--- src/hdl/ext_mem_consts.vh ---
`ifndef EXT_MEM_CONSTS_VH
`define EXT_MEM_CONSTS_VH
// register indices (byte address is four times the index)
`define IDX_PAGE        8'h1E
`define IDX_WAIT_FIELDS 8'h28
`define IDX_BANK_CTRL   8'h29
`define IDX_WAIT_CTRL   8'h2B
`define IDX_VEC_PTR     8'h1D
// reset values
`define RST_PAGE        7'h00
`define RST_WAIT_FIELDS 16'h7FFF
`define RST_VEC_PTR     9'h1FF
`define RST_DIV         2'h3
// field positions
`define WF_RANGE_BIT    15
`define WF_IO_HI        14
`define WF_IO_LO        12
`define WF_DHI_HI       11
`define WF_DHI_LO       9
`define WF_PHI_HI       5
`define WF_PHI_LO       3
`define WF_PLO_HI       2
`define WF_PLO_LO       0
`define BC_CONSECUTIVE_SWITCHING_BIT   15
`define BC_DIV_HI       14
`define BC_DIV_LO       13
`define BC_ACKOFF_BIT   12
`define BC_HKEEP_BIT    2
`define BC_DKEEP_BIT    1
// address map
`define ONCHIP_DATA_TOP 16'h7FFF
`define ROM_BASE        16'hC000
`define VEC_OFFSET_W    7
`endif

--- src/hdl/ext_mem_wait_bank_paging.v ---
// The APB register port is this design's own decision.
`timescale 1ns/1ps
`default_nettype none
`include "ext_mem_consts.vh"
module ext_mem_wait_bank_paging (
  input  wire        pclk,
  input  wire        presetn,
  input  wire        psel,
  input  wire        penable,
  input  wire        pwrite,
  input  wire [31:0] paddr,
  input  wire [31:0] pwdata,
  output reg  [31:0] prdata,
  output reg         pready,
  output reg         pslverr,
  input  wire        acc_req,
  input  wire [1:0]  acc_space,
  input  wire [22:0] acc_addr,
  input  wire        acc_far,
  input  wire [6:0]  acc_far_page,
  input  wire        vec_req,
  input  wire [4:0]  vec_num,
  input  wire        vec_is_reset,
  input  wire        ram_overlay_enable,
  input  wire        rom_select_input,
  input  wire        ready_in,
  input  wire        interrupt_ack_output_in,
  output reg         acc_done,
  output reg         acc_external,
  output reg         acc_onchip_ram,
  output reg         acc_onchip_rom,
  output reg  [22:0] ext_addr,
  output reg  [22:0] vec_addr,
  output reg         memory_strobe_n,
  output reg         output_clock_pin,
  output reg         interrupt_ack_output_n,
  output reg         host_bus_keeper,
  output reg         data_bus_keeper,
  output reg         wait_clk_enable
);
  // ************************************************
  // space codes and sequencer states
  // ************************************************
  localparam SP_PROG = 2'h0;
  localparam SP_DATA = 2'h1;
  localparam SP_IO   = 2'h2;
  localparam ST_IDLE  = 3'h0;
  localparam ST_SWAP  = 3'h1;
  localparam ST_START = 3'h2;
  localparam ST_WAIT  = 3'h3;
  localparam ST_TRAIL = 3'h4;

  // ************************************************
  // registers
  // ************************************************
  reg  [6:0]  program_page_register;  // current program page
  reg  [15:0] wait_state_fields_reg;  // per-region wait fields
  reg         wait_multiplier_bit;    // doubles wait counts
  reg         consecutive_switching;  // bank mode
  reg  [1:0]  output_clock_divider;   // clock divide field
  reg         ack_output_disable;     // acknowledge suppress
  reg  [8:0]  vector_page_pointer;    // vector page pointer
  reg  [2:0]  state;                  // external cycle state
  reg  [3:0]  wait_cnt;               // wait countdown
  reg  [1:0]  div_cnt;                // clock divider count
  reg         last_bank;              // bit 15 of last address
  reg         last_prog;              // last access was program
  reg  [6:0]  last_page;              // page of last external memory access
  reg         seen_access;            // a previous access exists

  // ************************************************
  // apb decode
  // ************************************************
  wire [7:0] idx      = paddr[9:2];  // word index
  wire       apb_wr   = psel & penable & pwrite & pready;
  wire       apb_rd   = psel & ~penable & ~pwrite;
  wire [15:0] bank_rd = {consecutive_switching, output_clock_divider, ack_output_disable,
                         9'h000, host_bus_keeper, data_bus_keeper, 1'b0};

  // read mux; unmapped words read zero with error
  reg [31:0] next_rdata;
  reg        next_err;
  always @* begin
    next_rdata = 32'h0000_0000;
    next_err   = 1'b0;
    if (idx == `IDX_PAGE) begin
      next_rdata = {25'h0000000, program_page_register};
    end else if (idx == `IDX_WAIT_FIELDS) begin
      next_rdata = {16'h0000, wait_state_fields_reg};
    end else if (idx == `IDX_BANK_CTRL) begin
      next_rdata = {16'h0000, bank_rd};
    end else if (idx == `IDX_WAIT_CTRL) begin
      next_rdata = {31'h00000000, wait_multiplier_bit};
    end else if (idx == `IDX_VEC_PTR) begin
      next_rdata = {23'h000000, vector_page_pointer};
    end else begin
      next_err = 1'b1;
    end
  end

  // apb answer: pready is registered from the setup cycle and rises in the first access cycle, so access ends after one cycle
  always @(posedge pclk or negedge presetn) begin
    if (!presetn) begin
      pready  <= 1'b0;
      prdata  <= 32'h0000_0000;
      pslverr <= 1'b0;
    end else begin
      pready  <= psel & ~penable;
      pslverr <= psel & ~penable & next_err;
      if (apb_rd) begin
        prdata <= next_rdata;
      end
    end
  end

  // ************************************************
  // register writes and far page updates
  // ************************************************
  always @(posedge pclk or negedge presetn) begin
    if (!presetn) begin
      program_page_register <= `RST_PAGE;
      wait_state_fields_reg <= `RST_WAIT_FIELDS;
      wait_multiplier_bit   <= 1'b0;
      consecutive_switching <= 1'b1;
      output_clock_divider  <= `RST_DIV;
      ack_output_disable    <= 1'b1;
      host_bus_keeper       <= 1'b0;
      data_bus_keeper       <= 1'b0;
      vector_page_pointer   <= `RST_VEC_PTR;
    end else begin
      if (acc_far && state == ST_IDLE) begin
        program_page_register <= acc_far_page;
      end else if (apb_wr && idx == `IDX_PAGE) begin
        program_page_register <= pwdata[6:0];
      end
      if (apb_wr && idx == `IDX_WAIT_FIELDS) begin
        wait_state_fields_reg <= pwdata[15:0];
      end
      if (apb_wr && idx == `IDX_WAIT_CTRL) begin
        wait_multiplier_bit <= pwdata[0];
      end
      if (apb_wr && idx == `IDX_VEC_PTR) begin
        vector_page_pointer <= pwdata[8:0];
      end
      if (apb_wr && idx == `IDX_BANK_CTRL) begin
        consecutive_switching <= pwdata[`BC_CONSECUTIVE_SWITCHING_BIT];
        output_clock_divider  <= pwdata[`BC_DIV_HI:`BC_DIV_LO];
        ack_output_disable    <= pwdata[`BC_ACKOFF_BIT];
        host_bus_keeper       <= pwdata[`BC_HKEEP_BIT];
        data_bus_keeper       <= pwdata[`BC_DKEEP_BIT];
      end
    end
  end

  // ************************************************
  // address decode
  // ************************************************
  reg        dec_ram;    // on-chip ram hit
  reg        dec_rom;    // on-chip rom hit
  reg [22:0] dec_addr;   // physical address
  reg [2:0]  dec_field;  // selected wait field
  always @* begin
    dec_ram   = 1'b0;
    dec_rom   = 1'b0;
    dec_addr  = acc_addr;
    dec_field = 3'h0;
    if (acc_space == SP_PROG) begin
      dec_addr = {program_page_register, acc_addr[15:0]};
      if (acc_far) begin
        dec_addr = acc_addr;
      end
      if (ram_overlay_enable && !dec_addr[15]) begin
        dec_ram  = 1'b1;
        dec_addr = {7'h00, dec_addr[15:0]};
      end else if (!rom_select_input && dec_addr[22:16] == 7'h00 && dec_addr[15:0] >= `ROM_BASE) begin
        dec_rom = 1'b1;
      end
      if (wait_state_fields_reg[`WF_RANGE_BIT]) begin
        dec_field = dec_addr[22] ? wait_state_fields_reg[`WF_PHI_HI:`WF_PHI_LO]
                                 : wait_state_fields_reg[`WF_PLO_HI:`WF_PLO_LO];
      end else begin
        dec_field = dec_addr[15] ? wait_state_fields_reg[`WF_PHI_HI:`WF_PHI_LO]
                                 : wait_state_fields_reg[`WF_PLO_HI:`WF_PLO_LO];
      end
    end else if (acc_space == SP_DATA) begin
      dec_addr = {7'h00, acc_addr[15:0]};
      dec_ram  = (acc_addr[15:0] <= `ONCHIP_DATA_TOP);
      dec_field = wait_state_fields_reg[`WF_DHI_HI:`WF_DHI_LO];
    end else begin
      dec_addr  = {7'h00, acc_addr[15:0]};
      dec_field = wait_state_fields_reg[`WF_IO_HI:`WF_IO_LO];
    end
  end

  // wait count, doubled by multiplier
  wire [3:0] wait_load = wait_multiplier_bit ? {dec_field, 1'b0} : {1'b0, dec_field};
  wire       is_ext    = ~dec_ram & ~dec_rom;
  wire       mem_space = (acc_space != SP_IO);
  // bank change: new bank, space switch, or new program page
  wire bank_change = seen_access & mem_space &
    ((last_bank != dec_addr[15]) | (last_prog != (acc_space == SP_PROG)) |
     ((acc_space == SP_PROG) & (last_page != dec_addr[22:16])));

  // ************************************************
  // external cycle sequencer
  // ************************************************
  always @(posedge pclk or negedge presetn) begin
    if (!presetn) begin
      state           <= ST_IDLE;
      wait_cnt        <= 4'h0;
      memory_strobe_n <= 1'b1;
      acc_done        <= 1'b0;
      acc_external    <= 1'b0;
      acc_onchip_ram  <= 1'b0;
      acc_onchip_rom  <= 1'b0;
      ext_addr        <= 23'h000000;
      last_bank       <= 1'b0;
      last_prog       <= 1'b0;
      last_page       <= 7'h00;
      seen_access     <= 1'b0;
    end else begin
      acc_done <= 1'b0;
      case (state)
        ST_IDLE: begin
          memory_strobe_n <= 1'b1;
          if (acc_req && !acc_done) begin
            acc_external   <= is_ext;
            acc_onchip_ram <= dec_ram;
            acc_onchip_rom <= dec_rom;
            if (!is_ext) begin
              acc_done <= 1'b1;
            end else begin
              ext_addr <= dec_addr;
              wait_cnt <= wait_load;
              if (mem_space) begin
                last_bank   <= dec_addr[15];
                last_prog   <= (acc_space == SP_PROG);
                last_page   <= dec_addr[22:16];
                seen_access <= 1'b1;
              end
              if (mem_space && consecutive_switching) begin
                state <= ST_START;
              end else if (bank_change) begin
                state <= ST_SWAP;
              end else begin
                memory_strobe_n <= 1'b0;
                state <= ST_WAIT;
              end
            end
          end
        end
        ST_SWAP: begin
          memory_strobe_n <= 1'b0;  // strobe held off one cycle
          state <= ST_WAIT;
        end
        ST_START: begin
          memory_strobe_n <= 1'b0;
          state <= ST_WAIT;
        end
        ST_WAIT: begin
          if (wait_cnt != 4'h0) begin
            wait_cnt <= wait_cnt - 4'h1;
          end else if (ready_in) begin
            memory_strobe_n <= 1'b1;
            if (consecutive_switching && mem_space) begin
              state <= ST_TRAIL;
            end else begin
              acc_done <= 1'b1;
              state <= ST_IDLE;
            end
          end
        end
        ST_TRAIL: begin
          acc_done <= 1'b1;
          state <= ST_IDLE;
        end
        default: begin
          state <= ST_IDLE;
        end
      endcase
    end
  end

  // ************************************************
  // vectors, clock out, ack, gating
  // ************************************************
  wire [2:0] f_io  = wait_state_fields_reg[`WF_IO_HI:`WF_IO_LO];
  wire [2:0] f_dhi = wait_state_fields_reg[`WF_DHI_HI:`WF_DHI_LO];
  wire [2:0] f_phi = wait_state_fields_reg[`WF_PHI_HI:`WF_PHI_LO];
  wire [2:0] f_plo = wait_state_fields_reg[`WF_PLO_HI:`WF_PLO_LO];
  always @(posedge pclk or negedge presetn) begin
    if (!presetn) begin
      vec_addr               <= 23'h000000;
      div_cnt                <= 2'h0;
      output_clock_pin       <= 1'b0;
      interrupt_ack_output_n <= 1'b1;
      wait_clk_enable        <= 1'b1;
    end else begin
      if (vec_req) begin
        // reset vector fixed; others on current pointer page
        vec_addr <= vec_is_reset ? {7'h00, `RST_VEC_PTR, 7'h00}
                                 : {program_page_register, vector_page_pointer, vec_num, 2'h0};
      end
      if (div_cnt >= output_clock_divider) begin
        div_cnt <= 2'h0;
      end else begin
        div_cnt <= div_cnt + 2'h1;
      end
      // compare at three bits: divide-by-four must not wrap the half-period sum to zero
      output_clock_pin <= (output_clock_divider == 2'h0) ? ~output_clock_pin
                                                          : ({1'b0, div_cnt} <
                                                             (({1'b0, output_clock_divider} + 3'h1) >> 1));
      interrupt_ack_output_n <= ack_output_disable ? 1'b1 : ~interrupt_ack_output_in;
      wait_clk_enable <= (f_io != 3'h0) | (f_dhi != 3'h0) | (f_phi != 3'h0) | (f_plo != 3'h0);
    end
  end
endmodule
`default_nettype wire

--- config.mk ---
export PLATFORM = sky130hd
export DESIGN_NAME = ext_mem_wait_bank_paging
export DESIGN_NICKNAME = d
export VERILOG_FILES = /design/src/hdl/ext_mem_wait_bank_paging.v
export VERILOG_INCLUDE_DIRS = /design/src /design/src/hdl
export SDC_FILE = /design/constraint.sdc
export NUM_CORES = 1
export LEC_CHECK = 0
export BUFFER_PORTS_ARGS = -buffer_cell sky130_fd_sc_hd__buf_4
export CORE_MARGIN = 4
export CORE_UTILIZATION = 30
export CTS_BUF_LIST = sky130_fd_sc_hd__clkbuf_16
export CTS_CLUSTER_DIAMETER = 80
export CTS_CLUSTER_SIZE = 25
export DETAILED_ROUTE_END_ITERATION = 10
export PLACE_DENSITY = 0.57
export SYNTH_ARGS = -nofsm -noshare
export SYNTH_HDL_FRONTEND = slang
export SYNTH_SLANG_ARGS = --single-unit
--- constraint.sdc ---
create_clock -name pclk -period 2 [get_ports pclk]
set_input_delay 0.1 -clock pclk [delete_from_list [all_inputs] [get_ports pclk]]
set_output_delay 0.1 -clock pclk [all_outputs]
set_load 0.005 [all_outputs]
==> key figures, run 1 <==
Outcome
  • Status: completed

Detailed routing
  • Residual DRC: 0
  • Vias post-DR: 5212
  • Drt total wl: 17700 um
  • First-iteration detailed-routing DRC count: between 200 and 300
  • Drt pass-1 iters: 5
  • Mean routed wirelength per cell: 15.7 um
  • DR vias/cell: between 4 and 5
  • Antenna Nets Post-Route: 0

Power
  • Internal power: 6.17 mW
  • Seq pwr share: 38.1%
  • Combinational share of power: 22.1%
  • Switch Pwr: 2.21 mW
  • IR drop worst, VDD: about 530 uV
  • Cell Pwr Density: 934 mW/mm^2
  • Switch share: a little over a quarter
  • Final total power: 8.37 mW
  • Clk pwr share: 39.8%
  • Leakage: 4.32 nW

STA
  • Hold slack: 19.4 ps
  • Final hold viol count: 0
  • Final period util: a little over nine tenths
  • Final Max Tran Viols: 0
  • Total Neg Setup Slack: 0 ps
  • Setup-failing EPs final: 0
  • RSZ-0062 raised after global routing: yes
  • Minimum clock period: 1940 ps
  • Worst Skew: 9.00 ps
  • Max Clock Freq: between 0.5 and 0.6 GHz

Critical path
  • Critical path startpoint category: flip-flop
  • Crit path DAT: 2230 ps
  • RR Endpoint: wait_cnt[1]
  • Req. time, crit path: 2290 ps
  • Slowest-stage cell, CP: or4_1
  • Nature of the critical path endpoint: flip-flop
  • Setup CP Type: flip-flop to flip-flop
  • CP delay by family, top: simple AND/OR/NAND/NOR gates
  • CP cell instances: or4_1 > o22ai_2 > a31oi_4 > nand2_4 > o21ai_1 > mux2_4
  • Critical Path Fanout Max: 4
  • Worst r2r path cells: 6
  • R2R Setup Slk: 60 ps
  • R2R Path Start: program_page_register[0]
  • Worst stage delay on the critical path: 530 ps
  • WP buf/inv: 0

Clocking
  • Clock root buffer: clkbuf_16
  • Clock buffer depth: 2
  • # H-tree levels: 4
  • Clock Latency Late Sink: 410 ps
  • Clock tree from TritonCTS: built
  • Sink Count: 128
  • Clock transition at path regs: 60 ps
  • CTS buffer count: 17

Global route
  • Vias in the first global route: 5230
  • Total global-route track usage: 15.3%
  • Pin count of the biggest net entering global routing: 80
  • Global-route wire length before repair: 28600 um
  • Overflow after GRT: 0
  • Initial antenna violation count: 0

Yosys
  • Top cell type's share of synthesized area: 38.7%
  • Gate Count Post-Synth: a little over 600
  • Post-synth top flop: dfrtp_1
  • Ys async rst share: 100%
  • Post-synth EDFFs: 0
  • Ranking of synthesized cells by area: dfrtp_1 (39%), dfstp_2 (13%), nand2_1 (6.4%)
  • Yosys cell types: 63
  • Seq cells post-synth: between 100 and 150
  • Ys Warns: 0
  • Mean post-synth cell area: 10.1 sq um
  • Post-Syn Area: between 0.006 and 0.007 sq mm
  • Most area-hungry cell type in the Yosys netlist: dfrtp_1
  • Sequential share of the synthesized area: a little over 50%

Min path
  • Type of the most critical hold path: input port to flip-flop
  • Hold path start: acc_far_page[1]
  • Hold Path End: program_page_register[1]
  • Worst hold stages: 3

Cells and area
  • Layout area overhead: 43.1%
  • Fraction of layout cells with a size suffix above 1: 35.4%
  • ANT cells: 0
  • Largest Register: ext_addr
  • Flip-flop count of the largest register after layout: 23
  • Finished Cell Area: 0.00897 sq mm
  • Non-Filler Instances: 1124
  • Fill cell count: 1976
  • Final Net Count: 961
  • Largest regs: ext_addr: 23 flops, vec_addr: 21 flops

Die
  • Die area: 0.0233 sq mm
  • Core area: 0.0204 sq mm
  • Std-Cell Rows: 52
  • Die span in y: 153 um
  • Initial core utilization: 30.8%
  • Boundary Pins: 204
  • Die W: 153 um

Place
  • Placer Congestion: around 0.8
  • DP Wirelength: 13000 um
  • Placed cell area: 0.00787 sq mm
  • Dpl cells: 1049
  • PortBufs: 145

Run
  • Max Cap Viol: 0
==> layout by cell type, fill, tap and decap left out, drive strengths merged, types with 5 or more instances in the layout <==
| cell type | n |
|---|---|
| nor3 | 20 |
| mux2 | 29 |
| a32oi | 5 |
| conb | 18 |
| nand3b | 15 |
| nor2b | 7 |
| xor2 | 6 |
| clkbuf | 17 |
| inv | 28 |
| a21oi | 27 |
| nand2 | 107 |
| nand2b | 9 |
| clkinv | 7 |
| nor2 | 42 |
| o22ai | 5 |
| mux2i | 19 |
| o21ai | 34 |
| nand3 | 9 |
| and2 | 6 |
| dfrtp | 97 |
| buf | 192 |
| a222oi | 6 |
| dfstp | 31 |
| ha | 6 |
| dlygate4sd3 | 41 |
| a21o | 9 |
| bufinv | 5 |
==> per-stage QoR <==
stage | worst slack, ps | utilization [%]
6_report | 62.0 | 44.0
5_1_grt | -18.7 | 44.0
4_1_cts | 30.3 | 43.7
3_5_place_dp | -76.6 | 38.6
3_3_place_gp | -62.4 | 38.6
2_1_floorplan | 60.1 | -
==> worst register-to-register path, stage by stage (launching register included) <==
cell and delay [ps]:
dfrtp_1 400, or4_1 530, o22ai_2 180, a31oi_4 150, nand2_4 130, o21ai_1 130, mux2_4 320
==> cell families after synthesis <==
kind of cell / after synthesis / synth area share (%)
flops: 128 / 51.7
simple gates: 238 / 18.6
mux: 48 / 8.31
xor+xnor: 7 / 0.979
compound gates: 118 / 12.7
fa+ha+maj: 6 / 1.20
buf+inv: 74 / 6.37
other cells: 1 / 0.0599
==> routing by layer <==
layer | track usage (%) | up-vias | part of all wire [%]
met5 | 0 | - | 0
met4 | 4.33 | 0 | 1.2
met3 | 3.98 | 15 | 5.8
met2 | 24.3 | 144 | 47
met1 | 20.9 | 2488 | 46
li1 | - | 2565 | -
==> cell usage after synthesis, drive strengths merged (2+ instances only) <==
cell,instances
o211ai,2
nor3b,2
a21oi,27
o21a,2
xor2,6
a22oi,3
nand2,107
a311oi,2
or3,2
a31oi,3
mux2,29
nand3,9
a22o,4
nor4,4
nand3b,15
nor2,42
or2,3
nand2b,9
dfrtp,97
o21ai,34
a21o,9
a32oi,5
buf,31
or4,3
inv,26
ha,6
nor2b,7
o31ai,4
nor3,20
and2,6
o22ai,5
dfstp,31
o221a,2
nand4,2
clkbuf,17
a222oi,6
mux2i,19
a211oi,4
and3,4
==> how the worst max path moves through the flow <==
stage	from	end	slack [ps]	depth (start not counted)
2_1_floorplan	state[1]	wait_cnt[1]	60	6
3_3_place_gp	paddr[9]	wait_state_fields_reg[6]	-60	6
3_5_place_dp	paddr[9]	wait_state_fields_reg[6]	-80	6
4_1_cts	wait_cnt[0]	memory_strobe_n	30	8
5_1_grt	program_page_register[6]	wait_cnt[1]	-20	6
6_report	program_page_register[0]	wait_cnt[1]	60	6
==> final cells by class <==
class / instances / area, sq um / area share (%)
repair buffers: 233 / 1930 / 21.5
clock buffers: 17 / 425 / 4.74
flip-flops and latches: 128 / 3240 / 36.2
well taps: 270 / 338 / 3.77
clock inverters: 15 / 200 / 2.23
inverters: 26 / 97.6 / 1.09
multi-input cells: 435 / 2740 / 30.5
==> what timing repair did <==
action | in CTS | in global routing
endpoints found under the setup margin | 0 | 28
resized for setup | 0 | 10
hold buffers | 41 | 0
buffers inserted | 0 | 2
hold endpoints to repair | 153 | 0
==> power groups by stage <==
stage	clock network, mW	registers (mW)	logic (mW)
finish	3.33	3.19	1.85
global route	3.54	3.24	2.07
CTS	3.41	3.18	1.83
detailed placement	0	3.23	1.76
global placement	0	3.22	1.74
floorplan	0	3.24	0.802
Power figures use the tool's default switching activity.
==> run 2: changes to the inputs <==
CORE_UTILIZATION = 46   (was 30)
PLACE_DENSITY = 0.79   (was 0.57)
==> run 2 against run 1 <==
Against the previous run: flip-flop and latch count unchanged; die area down 33%; via count up 6.8%; total power down 2.7%; clock-buffer cell count unchanged; largest power group is now sequential cells; fmax down 0.24%; non-clock buffer count up 6; clock power down 6.0%; utilization up 22 points.
==> key figures, run 2 (synthesis results as in run 1) <==
Outcome
  • Status: completed

Cells and area
  • Layout area overhead: 40.8%
  • ANT cells: 0
  • Final core occ: between 60% and 70%
  • Non-Filler Instances: 1036
  • Multi-input logic area: 0.00273 sq mm
  • Largest regs: ext_addr: 23 flops, vec_addr: 21 flops
  • Most frequent cells in the layout: buf_4 (192), nand2_1 (106), dfrtp_1 (97)
  • Flip-flop count of the largest register after layout: 23
  • Commonest non-fill, non-tap cell in the layout: buf_4
  • Largest Register: ext_addr
  • Final Net Count: 967
  • Finished Cell Area: between 0.008 and 0.009 sq mm
  • Fill cell count: 983
  • Reg area: 0.00324 sq mm
  • Fraction of layout cells with a size suffix above 1: between 30% and 40%

Die
  • Std-Cell Rows: 42
  • Core area: approximately 0.013 sq mm
  • Die W: 125 um
  • Die span in y: between 100 and 150 um
  • Initial core utilization: 47.1%
  • Die area: 0.0156 sq mm
  • Boundary Pins: about 200

Power
  • Leakage: ~4.3 nW
  • Switch Pwr: 2.35 mW
  • Internal power: 5.79 mW
  • Clk pwr share: around 39%
  • IR drop worst, VDD: 495 uV
  • Seq pwr share: 39.6%
  • Cell Pwr Density: slightly above 900 mW/mm^2
  • Combinational share of power: 21.9%
  • Switch share: 28.9%

STA
  • Max Clock Freq: roughly 0.51 GHz
  • Final period util: just under 100%
  • Worst slew pin tran: 510 ps
  • Total Neg Setup Slack: 0 ps
  • Final hold viol count: 0
  • Setup-failing EPs final: 0
  • Minimum clock period: about 1900 ps
  • Max_slew headroom: ~66%
  • Final Max Tran Viols: 0
  • Worst Skew: 8.73 ps
  • RSZ-0062 raised after global routing: yes
  • Hold slack: 22.9 ps

Detailed routing
  • Antenna Nets Post-Route: 0
  • Mean routed wirelength per cell: 16.9 um
  • Vias post-DR: 5569
  • First-iteration detailed-routing DRC count: approximately 370
  • Drt pass-1 iters: 5
  • DR vias/cell: about 5.4
  • Drt total wl: 17500 um
  • Residual DRC: 0

Place
  • PortBufs: 145
  • Dpl cells: 957
  • Placed cell area: around 0.0077 sq mm
  • Placer Congestion: 0.903
  • DP Wirelength: around 12000 um

Critical path
  • Worst stage delay on the critical path: 380 ps
  • Slowest-stage cell, CP: dfrtp_1
  • Critical path startpoint category: flip-flop
  • Nature of the critical path endpoint: flip-flop
  • Worst r2r path cells: 6
  • Critical Path Fanout Max: 5
  • Req. time, crit path: 2360 ps
  • Crit path DAT: approximately 2300 ps
  • Setup CP Type: flip-flop to flip-flop
  • CP cell instances: mux2_4 > o22ai_4 > mux2i_1 > a221o_1 > a222oi_1 > mux2_2

Min path
  • Type of the most critical hold path: input port to flip-flop
  • Worst hold stages: 3

Clocking
  • Clock Latency Late Sink: between 400 and 500 ps
  • # H-tree levels: 4
  • Sink Count: between 100 and 150
  • Clock tree from TritonCTS: built
  • CTS buffer count: 17
  • Clock transition at path regs: 60 ps
  • Clock root buffer: clkbuf_16
  • Clock buffer depth: 2

Global route
  • Vias in the first global route: about 5700
  • Pin count of the biggest net entering global routing: 47
  • Overflow after GRT: 0
  • Total global-route track usage: 22.6%
  • Global-route wire length before repair: 28500 um
  • Initial antenna violation count: 0

Run
  • Max Cap Viol: 0
-- run 2: worst paths after layout --
path,slack [ps],startpoint,end
max in group asynchronous,1050,presetn,last_page[1]
max,60,program_page_register[6],wait_cnt[1]
min in group asynchronous,200,presetn,last_page[6]
min reg2reg,450,output_clock_pin,output_clock_pin
max reg2reg,60,program_page_register[6],wait_cnt[1]
min,20,acc_far_page[6],program_page_register[6]
-- run 2: repair_timing --
item                                    4_1_cts  5_1_grt
gates cloned                                  0        0
buffers inserted                              0        3
endpoints found under the hold margin        90        0
hold buffers                                 44        0
pin swaps                                     0        4
endpoints found under the setup margin        1       32
gates resized for setup                       1        8
-- run 2: cell type report --
cell class | count | area share [%]
clock inverter | 15 | 1.97
tap | 176 | 2.50
multi-input combinational | 435 | 30.9
timing repair buffer | 239 | 21.9
inverter | 26 | 1.11
sequential | 128 | 36.7
clock buffer | 17 | 4.82
-- run 2: per-layer routing --
| metal | track usage, % | wire [um] |
|---|---|---|
| met1 | 27.9 | 7200 |
| met2 | 36.9 | 8640 |
| met3 | 6.05 | 1190 |
| met4 | 10.4 | 499 |
| met5 | 0 | 0 |
-- run 2: power by group through the flow --
stage,Combinational [mW],Sequential [mW],Clock [mW]
finish,1.78,3.23,3.13
global route,1.98,3.26,3.30
CTS,1.76,3.21,3.16
detailed placement,1.66,3.25,0
global placement,1.61,3.22,0
floorplan,0.802,3.24,0
-- run 2: worst max-delay path: cells and delay by family (launching register included) --
family | cells | cell delay, ps
AO/OA/AOI/OAI | 3 | 860
multiplexers | 3 | 640
flip-flops | 1 | 380
-- run 2: through the flow --
| step | setup slack [ps] | power [mW] |
|---|---|---|
| floorplan | 60.1 | 4.04 |
| global placement | -73.9 | 4.83 |
| detailed placement | -117 | 4.91 |
| CTS | 15.0 | 8.13 |
| global route | -71.7 | 8.54 |
| finish | 57.3 | 8.15 |
